$ cat config.mk
export PLATFORM = sky130hd
export DESIGN_NAME = ccd_top
export DESIGN_NICKNAME = d
export VERILOG_FILES = /design/src/hw/ccd_pkg.sv /design/src/hw/ccd_detect.sv /design/src/hw/ccd_settle.sv /design/src/hw/ccd_top.sv
export SDC_FILE = /design/constraint.sdc
export NUM_CORES = 1
export LEC_CHECK = 0
export BUFFER_PORTS_ARGS = -buffer_cell sky130_fd_sc_hd__buf_2
export CORE_AREA = 3 3 105 182
export DETAILED_ROUTE_END_ITERATION = 8
export DIE_AREA = 0 0 108 185
export PLACE_DENSITY_LB_ADDON = 0.3
export SKIP_CTS_REPAIR_TIMING = 1
export SYNTH_ARGS = -nofsm -noshare
export SYNTH_HDL_FRONTEND = slang
export SYNTH_SLANG_ARGS = --single-unit
$ cat constraint.sdc
create_clock -name i_sys_clk -period 5 [get_ports i_sys_clk]
set_input_delay 0.25 -clock i_sys_clk [delete_from_list [all_inputs] [get_ports i_sys_clk]]
set_output_delay 0.25 -clock i_sys_clk [all_outputs]
set_load 0.03 [all_outputs]
$ cat src/hw/ccd_pkg.sv
// Package: register map, field layout and timing constants for chop/detect
package ccd_pkg;
    localparam int CCD_AW = 4;
    localparam int CCD_DW = 32;
    localparam int CCD_NCH = 4;
    localparam int CCD_SW = 24;
    // Register indices (byte address = index * 4)
    localparam logic [CCD_AW-1:0] CCD_IDX_CFG = 4'h6;
    localparam logic [CCD_AW-1:0] CCD_IDX_THR_UP = 4'h7;
    localparam logic [CCD_AW-1:0] CCD_IDX_STATUS = 4'hC;
    localparam logic [CCD_AW-1:0] CCD_IDX_MASK = 4'hD;
    localparam logic [CCD_AW-1:0] CCD_IDX_STATE = 4'hE;
    // Configuration word layout
    localparam int CCD_F_RSV_LO = 13;
    localparam int CCD_F_DLY_LO = 9;
    localparam int CCD_F_CHOP_EN = 8;
    localparam int CCD_F_ALLCH = 7;
    localparam int CCD_F_NUM_LO = 4;
    localparam int CCD_F_LEN_LO = 1;
    localparam int CCD_F_DET_EN = 0;
    localparam logic [15:0] CCD_CFG_RST = 16'h0600;
    localparam logic [15:0] CCD_CFG_WMASK = 16'h1FFF;
    localparam logic [15:0] CCD_THR_RST = 16'h0000;
    // Interrupt status bits
    localparam int CCD_NEV = 3;
    localparam int CCD_EV_DETECT = 0;
    localparam int CCD_EV_WINDOW = 1;
    localparam int CCD_EV_SETTLE = 2;
    // Counter widths
    localparam int CCD_DLY_CW = 17;
    localparam int CCD_LEN_CW = 12;
    localparam int CCD_HIT_CW = 8;
endpackage : ccd_pkg

$ cat src/hw/ccd_detect.sv
// Current-detect window: counts threshold exceedances per measurement length
`timescale 1ns/1ps
module ccd_detect (
    // Clock and reset
    input wire logic i_sys_clk,
    input wire logic i_reset,
    // Control
    input wire logic i_enable,
    input wire logic i_all_channels,
    input wire logic [2:0] i_hit_code,
    input wire logic [2:0] i_len_code,
    input wire logic [15:0] i_thr_upper,
    // Samples
    input wire logic i_conv_valid,
    input wire logic [ccd_pkg::CCD_NCH*ccd_pkg::CCD_SW-1:0] i_samples,
    // Events
    output logic o_detect_pulse,
    output logic o_window_pulse
);
    import ccd_pkg::*;

    logic [CCD_LEN_CW-1:0] len_cnt_r, len_cnt_nxt;
    logic [CCD_HIT_CW:0] hit_cnt_r, hit_cnt_nxt;
    logic fired_r, fired_nxt;
    logic det_r, det_nxt;
    logic win_r, win_nxt;
    logic [CCD_NCH-1:0] over;
    logic hit;
    logic [CCD_LEN_CW-1:0] win_len;
    logic [CCD_HIT_CW:0] need;

    function automatic logic [CCD_LEN_CW-1:0] len_of(input logic [2:0] c);
        case (c) // [RULE7]
            3'h0: len_of = 12'h080;
            3'h1: len_of = 12'h100;
            3'h2: len_of = 12'h200;
            3'h3: len_of = 12'h300;
            3'h4: len_of = 12'h500;
            3'h5: len_of = 12'h700;
            3'h6: len_of = 12'hA00;
            default: len_of = 12'hE00;
        endcase
    endfunction : len_of

    // Magnitude compare per channel against the upper threshold bits
    genvar g;
    generate
        for (g = 0; g < CCD_NCH; g++) begin : g_cmp
            logic [CCD_SW-1:0] s;
            logic [CCD_SW-1:0] mag;
            assign s = i_samples[g*CCD_SW +: CCD_SW];
            assign mag = s[CCD_SW-1] ? (~s + 1'b1) : s;
            assign over[g] = mag[CCD_SW-1 -: 16] > i_thr_upper; // [RULE8]
        end
    endgenerate

    always_comb begin
        hit = i_all_channels ? (&over) : (|over); // [RULE5]
        win_len = len_of(i_len_code);
        need = (CCD_HIT_CW+1)'(1) << i_hit_code; // [RULE6]
        len_cnt_nxt = len_cnt_r;
        hit_cnt_nxt = hit_cnt_r;
        fired_nxt = fired_r;
        det_nxt = 1'b0;
        win_nxt = 1'b0;
        if (!i_enable) begin
            len_cnt_nxt = '0;
            hit_cnt_nxt = '0;
            fired_nxt = 1'b0;
        end else if (i_conv_valid) begin
            if (hit && !fired_r) begin
                hit_cnt_nxt = hit_cnt_r + 1'b1; // [RULE9]
                if (hit_cnt_r + 1'b1 >= need) begin
                    det_nxt = 1'b1; // [RULE9]
                    fired_nxt = 1'b1;
                end
            end
            if (len_cnt_r + 1'b1 >= win_len) begin
                len_cnt_nxt = '0; // [RULE7]
                hit_cnt_nxt = '0;
                fired_nxt = 1'b0;
                win_nxt = 1'b1;
            end else begin
                len_cnt_nxt = len_cnt_r + 1'b1;
            end
        end
    end

    always_ff @(posedge i_sys_clk) begin
        if (i_reset) begin
            len_cnt_r <= '0;
            hit_cnt_r <= '0;
            fired_r <= 1'b0;
            det_r <= 1'b0;
            win_r <= 1'b0;
        end else begin
            len_cnt_r <= len_cnt_nxt;
            hit_cnt_r <= hit_cnt_nxt;
            fired_r <= fired_nxt;
            det_r <= det_nxt;
            win_r <= win_nxt;
        end
    end

    assign o_detect_pulse = det_r;
    assign o_window_pulse = win_r;
endmodule : ccd_detect

$ cat src/hw/ccd_settle.sv
// Chop settling delay counter, counted in modulator clock enables
`timescale 1ns/1ps
module ccd_settle (
    // Clock and reset
    input wire logic i_sys_clk,
    input wire logic i_reset,
    // Control
    input wire logic i_enable,
    input wire logic i_mod_tick,
    input wire logic [3:0] i_delay_code,
    // Status
    output logic o_settled,
    output logic o_done_pulse
);
    import ccd_pkg::*;

    logic [ccd_pkg::CCD_DLY_CW-1:0] cnt_r, cnt_nxt;
    logic settled_r, settled_nxt;
    logic done_r, done_nxt;
    logic [ccd_pkg::CCD_DLY_CW-1:0] target;

    always_comb begin
        // Code n gives 2^(n+1) periods
        target = ccd_pkg::CCD_DLY_CW'(2) << i_delay_code; // [RULE2]
        cnt_nxt = cnt_r;
        settled_nxt = settled_r;
        done_nxt = 1'b0;
        if (!i_enable) begin
            cnt_nxt = '0;
            settled_nxt = 1'b0;
        end else if (!settled_r && i_mod_tick) begin
            if (cnt_r + 1'b1 >= target) begin
                settled_nxt = 1'b1; // [RULE2]
                done_nxt = 1'b1;
            end else begin
                cnt_nxt = cnt_r + 1'b1;
            end
        end
    end

    always_ff @(posedge i_sys_clk) begin
        if (i_reset) begin
            cnt_r <= '0;
            settled_r <= 1'b0;
            done_r <= 1'b0;
        end else begin
            cnt_r <= cnt_nxt;
            settled_r <= settled_nxt;
            done_r <= done_nxt;
        end
    end

    assign o_settled = settled_r;
    assign o_done_pulse = done_r;
endmodule : ccd_settle

$ cat src/hw/ccd_top.sv
// Chop and current-detect configuration bank with Avalon-MM slave
// Notes on behaviour
// RULE1: Software writes zeros to config bits 15:13; hardware stores zero.
// RULE2: With chopping on, wait 2^(code+1) modulator periods before measuring.
// RULE3: Settling delay code resets to 0011b, sixteen modulator periods.
// RULE4: Bit 8 enables chopping, bit 0 enables current detect; both reset off.
// RULE5: Channel select clear: any channel triggers; set: all channels at once.
// RULE6: Detection needs 2^code exceedances, one to 128; reset code gives one.
// RULE7: Window length codes select 128 to 3584 conversion periods; reset 128.
// RULE8: Threshold upper sixteen bits live in their own word, reset zero.
// RULE9: Count exceedances per window; flag detection when count hits target.
//
// Our own choice: the Avalon-MM slave port.
`timescale 1ns/1ps
module ccd_top (
    // Clock and reset
    input wire logic i_sys_clk,
    input wire logic i_reset,
    // Avalon-MM slave
    input wire logic [ccd_pkg::CCD_AW-1:0] i_avs_address,
    input wire logic i_avs_read,
    input wire logic i_avs_write,
    input wire logic [ccd_pkg::CCD_DW-1:0] i_avs_writedata,
    input wire logic [3:0] i_avs_byteenable,
    output logic [ccd_pkg::CCD_DW-1:0] o_avs_readdata,
    output logic o_avs_waitrequest,
    output logic [1:0] o_avs_response,
    // Converter timing and samples
    input wire logic i_mod_tick,
    input wire logic i_conv_valid,
    input wire logic [ccd_pkg::CCD_NCH*ccd_pkg::CCD_SW-1:0] i_samples,
    // Block outputs
    output logic o_chop_active,
    output logic o_measure_go,
    output logic o_detect_active,
    output logic o_detect,
    output logic o_irq
);
    import ccd_pkg::*;

    // ****************************************************************
    // Register state
    // ****************************************************************
    typedef enum logic [1:0] {CCD_BUS_IDLE, CCD_BUS_ACK} ccd_bus_e;

    ccd_bus_e bus_r, bus_nxt;
    logic [15:0] cfg_r, cfg_nxt;
    logic [15:0] thr_r, thr_nxt;
    logic [CCD_NEV-1:0] sts_r, sts_nxt;
    logic [CCD_NEV-1:0] msk_r, msk_nxt;
    logic [CCD_DW-1:0] rdata_r, rdata_nxt;
    logic [1:0] resp_r, resp_nxt;
    logic wait_r, wait_nxt;
    logic irq_r, irq_nxt;
    logic chop_r, chop_nxt;
    logic go_r, go_nxt;
    logic det_on_r, det_on_nxt;
    logic det_r, det_nxt;

    logic settled;
    logic settle_done;
    logic det_pulse;
    logic win_pulse;
    logic [CCD_NEV-1:0] events;
    logic wr_take;
    logic rd_take;
    logic [15:0] wmask;

    localparam logic [1:0] RESP_OK = 2'h0;
    localparam logic [1:0] RESP_SLVERR = 2'h2;

    // Byte enables turn into a 16-bit write mask
    function automatic logic [15:0] be_mask(input logic [3:0] be);
        be_mask = {{8{be[1]}}, {8{be[0]}}};
    endfunction : be_mask

    function automatic logic known(input logic [CCD_AW-1:0] a);
        if (a == CCD_IDX_CFG) begin
            known = 1'b1;
        end else if (a == CCD_IDX_THR_UP) begin
            known = 1'b1;
        end else if (a == CCD_IDX_STATUS) begin
            known = 1'b1;
        end else if (a == CCD_IDX_MASK) begin
            known = 1'b1;
        end else if (a == CCD_IDX_STATE) begin
            known = 1'b1;
        end else begin
            known = 1'b0;
        end
    endfunction : known

    // ****************************************************************
    // Worker modules
    // ****************************************************************
    ccd_settle u_settle (
        .i_sys_clk(i_sys_clk),
        .i_reset(i_reset),
        .i_enable(cfg_r[CCD_F_CHOP_EN]),
        .i_mod_tick(i_mod_tick),
        .i_delay_code(cfg_r[CCD_F_DLY_LO +: 4]),
        .o_settled(settled),
        .o_done_pulse(settle_done)
    );

    ccd_detect u_detect (
        .i_sys_clk(i_sys_clk),
        .i_reset(i_reset),
        .i_enable(cfg_r[CCD_F_DET_EN]),
        .i_all_channels(cfg_r[CCD_F_ALLCH]),
        .i_hit_code(cfg_r[CCD_F_NUM_LO +: 3]),
        .i_len_code(cfg_r[CCD_F_LEN_LO +: 3]),
        .i_thr_upper(thr_r),
        .i_conv_valid(i_conv_valid),
        .i_samples(i_samples),
        .o_detect_pulse(det_pulse),
        .o_window_pulse(win_pulse)
    );

    // ****************************************************************
    // Bus handshake: take, then one answer cycle
    // ****************************************************************
    // The request is taken once, at the edge that finds the slave idle;
    // waitrequest then drops for one cycle, so every access costs two.
    always_comb begin
        bus_nxt = bus_r;
        wait_nxt = 1'b1;
        resp_nxt = resp_r;
        wr_take = 1'b0;
        rd_take = 1'b0;
        case (bus_r)
            CCD_BUS_IDLE: begin
                if (i_avs_write || i_avs_read) begin
                    wr_take = i_avs_write;
                    rd_take = i_avs_read;
                    wait_nxt = 1'b0;
                    bus_nxt = CCD_BUS_ACK;
                    resp_nxt = known(i_avs_address) ? RESP_OK : RESP_SLVERR;
                end
            end
            default: begin
                // Request still held here; it is not taken twice
                bus_nxt = CCD_BUS_IDLE;
            end
        endcase
    end

    always_ff @(posedge i_sys_clk) begin
        if (i_reset) begin
            bus_r <= CCD_BUS_IDLE;
            wait_r <= 1'b1;
            resp_r <= RESP_OK;
        end else begin
            bus_r <= bus_nxt;
            wait_r <= wait_nxt;
            resp_r <= resp_nxt;
        end
    end

    // ****************************************************************
    // Configuration and threshold words
    // ****************************************************************
    // Lanes 2 and 3 carry nothing: each word is sixteen bits wide.
    // A write with both lanes off changes nothing but is still answered.
    always_comb begin
        wmask = be_mask(i_avs_byteenable);
        cfg_nxt = cfg_r;
        thr_nxt = thr_r;
        if (wr_take) begin
            if (i_avs_address == CCD_IDX_CFG) begin
                // Reserved top bits are never stored
                cfg_nxt = (cfg_r & ~(wmask & CCD_CFG_WMASK)) // [RULE1]
                    | (i_avs_writedata[15:0] & wmask & CCD_CFG_WMASK);
            end else if (i_avs_address == CCD_IDX_THR_UP) begin
                thr_nxt = (thr_r & ~wmask)
                    | (i_avs_writedata[15:0] & wmask); // [RULE8]
            end
        end
    end

    always_ff @(posedge i_sys_clk) begin
        if (i_reset) begin
            cfg_r <= CCD_CFG_RST; // [RULE3][RULE4][RULE5][RULE6][RULE7]
            thr_r <= CCD_THR_RST; // [RULE8]
        end else begin
            cfg_r <= cfg_nxt;
            thr_r <= thr_nxt;
        end
    end

    // ****************************************************************
    // Event status, mask and interrupt
    // ****************************************************************
    // Writing a one clears a bit; an event in the same cycle keeps it set,
    // so no event is lost to a clear that raced it.
    always_comb begin
        events = '0;
        events[CCD_EV_DETECT] = det_pulse;
        events[CCD_EV_WINDOW] = win_pulse;
        events[CCD_EV_SETTLE] = settle_done;
        sts_nxt = sts_r;
        msk_nxt = msk_r;
        if (wr_take && i_avs_byteenable[0]) begin
            if (i_avs_address == CCD_IDX_STATUS) begin
                sts_nxt = sts_r & ~i_avs_writedata[CCD_NEV-1:0];
            end else if (i_avs_address == CCD_IDX_MASK) begin
                msk_nxt = i_avs_writedata[CCD_NEV-1:0];
            end
        end
        // Set beats clear in the same cycle
        sts_nxt = sts_nxt | events;
        // The interrupt follows the next status, so it needs no extra cycle
        irq_nxt = |(sts_nxt & msk_nxt);
    end

    always_ff @(posedge i_sys_clk) begin
        if (i_reset) begin
            sts_r <= '0;
            msk_r <= '0;
            irq_r <= 1'b0;
        end else begin
            sts_r <= sts_nxt;
            msk_r <= msk_nxt;
            irq_r <= irq_nxt;
        end
    end

    // ****************************************************************
    // Read data, captured at the take edge
    // ****************************************************************
    // Values stand until the next read; unmapped indices read as zero.
    always_comb begin
        rdata_nxt = rdata_r;
        if (rd_take) begin
            rdata_nxt = '0;
            if (i_avs_address == CCD_IDX_CFG) begin
                rdata_nxt[15:0] = cfg_r;
            end else if (i_avs_address == CCD_IDX_THR_UP) begin
                rdata_nxt[15:0] = thr_r;
            end else if (i_avs_address == CCD_IDX_STATUS) begin
                rdata_nxt[CCD_NEV-1:0] = sts_r;
            end else if (i_avs_address == CCD_IDX_MASK) begin
                rdata_nxt[CCD_NEV-1:0] = msk_r;
            end else if (i_avs_address == CCD_IDX_STATE) begin
                rdata_nxt[3:0] = {det_r, det_on_r, settled, chop_r};
            end
        end
    end

    always_ff @(posedge i_sys_clk) begin
        if (i_reset) begin
            rdata_r <= '0;
        end else begin
            rdata_r <= rdata_nxt;
        end
    end

    // ****************************************************************
    // Block status outputs
    // ****************************************************************
    // Measurement may start only once chopping has settled.
    always_comb begin
        chop_nxt = cfg_r[CCD_F_CHOP_EN]; // [RULE4]
        go_nxt = cfg_r[CCD_F_CHOP_EN] && settled; // [RULE2]
        det_on_nxt = cfg_r[CCD_F_DET_EN]; // [RULE4]
        // Detection flag holds until window restart or disable
        if (!cfg_r[CCD_F_DET_EN]) begin
            det_nxt = 1'b0;
        end else if (det_pulse) begin
            det_nxt = 1'b1; // [RULE9]
        end else if (win_pulse) begin
            det_nxt = 1'b0;
        end else begin
            det_nxt = det_r;
        end
    end

    always_ff @(posedge i_sys_clk) begin
        if (i_reset) begin
            chop_r <= 1'b0;
            go_r <= 1'b0;
            det_on_r <= 1'b0;
            det_r <= 1'b0;
        end else begin
            chop_r <= chop_nxt;
            go_r <= go_nxt;
            det_on_r <= det_on_nxt;
            det_r <= det_nxt;
        end
    end

    // ****************************************************************
    // Outputs
    // ****************************************************************
    assign o_avs_readdata = rdata_r;
    assign o_avs_waitrequest = wait_r;
    assign o_avs_response = resp_r;
    assign o_irq = irq_r;
    assign o_chop_active = chop_r;
    assign o_measure_go = go_r;
    assign o_detect_active = det_on_r;
    assign o_detect = det_r;
endmodule : ccd_top

==> out/metrics.cfg <==
[global_route]
overflow=0
grt_max_degree=33
globalRouteTotalUtil_pct=21.16
grt_pass1_wl_mm=34.14
antenna_found_initial=1
grt_pass1_vias=7485

[sta]
timing.final.crit_share_pct=90.91
fin_worst_skew_ps=14.76
setup_viol=0
fin_ws_ps=454.7
layout_min_cycle_time_ps=4545
setup_tns_ps=0
drv_slew=0
fmax_ghz=0.2200
rsz0062_at_grt=false
worstMarginPinSlew_ps=1050
max_slew_margin_pct=29.49
finalHoldViolCount=0

[final_layout]
syn_to_final_growth_pct=14.08
fin_util_pct=53.33
instances_no_fill=1393
drive_gt1_share_pct=17.04
final_area_mm2=0.009438
fin_nets=1396
num_antenna_cells=0

[synthesis]
netlist_area_mm2=0.008273
postSynth.asyncResetShare_pct=0
ys_types=59
ys_ff_latch=102
synth_top_area_share_pct=24.68
syn-instance-count=1034
synth_seq_area_share_pct=24.68
synth_ff_type=dfxtp_1
synth-edff-count=0
syn_area_per_cell_um2=8.001
synth_common_cells=dfxtp_1 (102), nor2_1 (102), ha_1 (97), nand2_1 (95), xnor2_1 (76)
yosysWarnings=0
synthTopCellsByArea=dfxtp_1 (25%), ha_1 (15%), xnor2_1 (8.0%), mux2i_1 (5.7%), nor2_1 (4.6%)
synth_area_leader_cell=dfxtp_1

[setup_path]
r2r_start=u_settle.cnt_r[0]
worst_ep_required_time_ps=5280
worstSetupPathType=primary input to flip-flop
worstSetupEndpointType=flip-flop
critPathLaunchType=primary input
worstPathArrival_ps=4820
r2r_setup_slack_ps=590
r2r_end=u_settle.cnt_r[4]
crit_fanout=17
r2r_cells=17

[status]
status=finished, final reports clean

[clock_tree]
clockBufferDepth=2
cts_root_buf=clkbuf_16
clkSlewWorstSetupHoldPaths_ps=80
clk_latency_ps=350
cts_inserted_buffers=9
clkSinkCount=102
cts_tree=yes
htreeDepth=3

[route]
drt-initial-drc-count=377
route.detailed.drc=0
final_antenna_net_count=0
via_per_inst=5.465
wl_per_cell_um=15.45
wirelength_mm=21.52
first_pass_iters=4
num_vias=7613

[worst_hold_path]
min_path_type=primary input to flip-flop
hold_depth=2
hold_path.startpoint=i_avs_writedata[9]

[placed_design]
place_congestion=0.8919
place_inst=1377
place_area_mm2=0.009121
dp_hpwl_mm=17.38
dp_slack_ps=-22.70
io_buffers=146

[job]
cap_violations=0

[power_and_ir_drop]
leakagePower_uw=0.003871
ir_drop_mv=0.1566
p_per_area_mw_per_mm2=205.6

[floorplan]
rows=64
start_util_pct=46.75
die_h_um=185
core_mm2=0.01770
die_w_um=108
die_area_mm2=0.01998
ios=182

==> how the worst max path moves through the flow <==
stage	startpoint	endpoint	cells after the start
floorplan	i_samples[79]	u_detect.hit_cnt_r[4]	18
global placement	i_samples[7]	u_detect.hit_cnt_r[1]	18
detailed placement	i_samples[7]	u_detect.hit_cnt_r[1]	18
CTS	i_samples[7]	u_detect.hit_cnt_r[1]	18
global route	u_settle.cnt_r[0]	u_settle.cnt_r[4]	17
finish	i_samples[31]	u_detect.hit_cnt_r[6]	17
==> per-layer routing <==
layer	GRT usage [%]	part of all wire [%]
met5	0	0.060
met4	8.089	3.4
met3	3.453	4.7
met2	41.82	54
met1	21.58	37
==> through the flow <==
stage | hold slack, ps | power, uW
after floorplan | 367.9 | 1095
after global placement | 438.3 | 1208
after detailed placement | 453.2 | 1216
after CTS | 118.8 | 1960
after global routing | 130.5 | 2035
final | 128.5 | 1941
==> kinds of logic after synthesis <==
kind of cell,count (synthesis),synth area share (%)
flops,102,24.68
xor+xnor,106,11.22
fa+ha+maj,97,14.67
simple gates,389,23.47
buf+inv,90,4.885
compound gates,202,15.34
other cells,1,0.04533
mux,47,5.687
==> worst max-delay path: stages <==
cell	delay [ps]
buf_2	90
nor4_1	270
nand2_1	130
or4_1	480
or4_4	460
nor3_2	180
nand2_1	180
o31ai_2	260
xnor2_1	110
ha_1	320
nand4_1	160
nor4_1	340
a211oi_1	170
o41a_1	430
o32a_1	470
or3_1	370
a21oi_1	140
==> power by group <==
part / switching (uW) / total (uW) / leakage, uW / internal (uW)
clock: 339 / 740 / 0.000150 / 400
sequential: 4.84 / 822 / 0.000823 / 817
combinational: 220 / 379 / 0.00290 / 159
total: 564 / 1940 / 0.00387 / 1380
==> cells in the final DEF, fill, tap and decap left out, types with 20 or more instances in the layout <==
master and instances:
a21oi_1 75, dfxtp_1 102, ha_1 97, inv_1 34, buf_2 146, nand4_1 23, mux2i_1 47, xor2_1 30
xnor2_1 76, nand2_1 95, nor4_1 20, nand3_1 43, o21ai_0 54, nor3_1 21, nor2_1 102
==> layout make-up <==
type	count	area (um^2)
inverter	34	127.6
tap	231	289.0
clock inverter	7	86.33
sequential	102	2042
clock buffer	9	225.2
fill	1770	8259
multi-input combinational	858	5892
timing repair buffer	152	775.7
(Power assumes the default switching activity.)
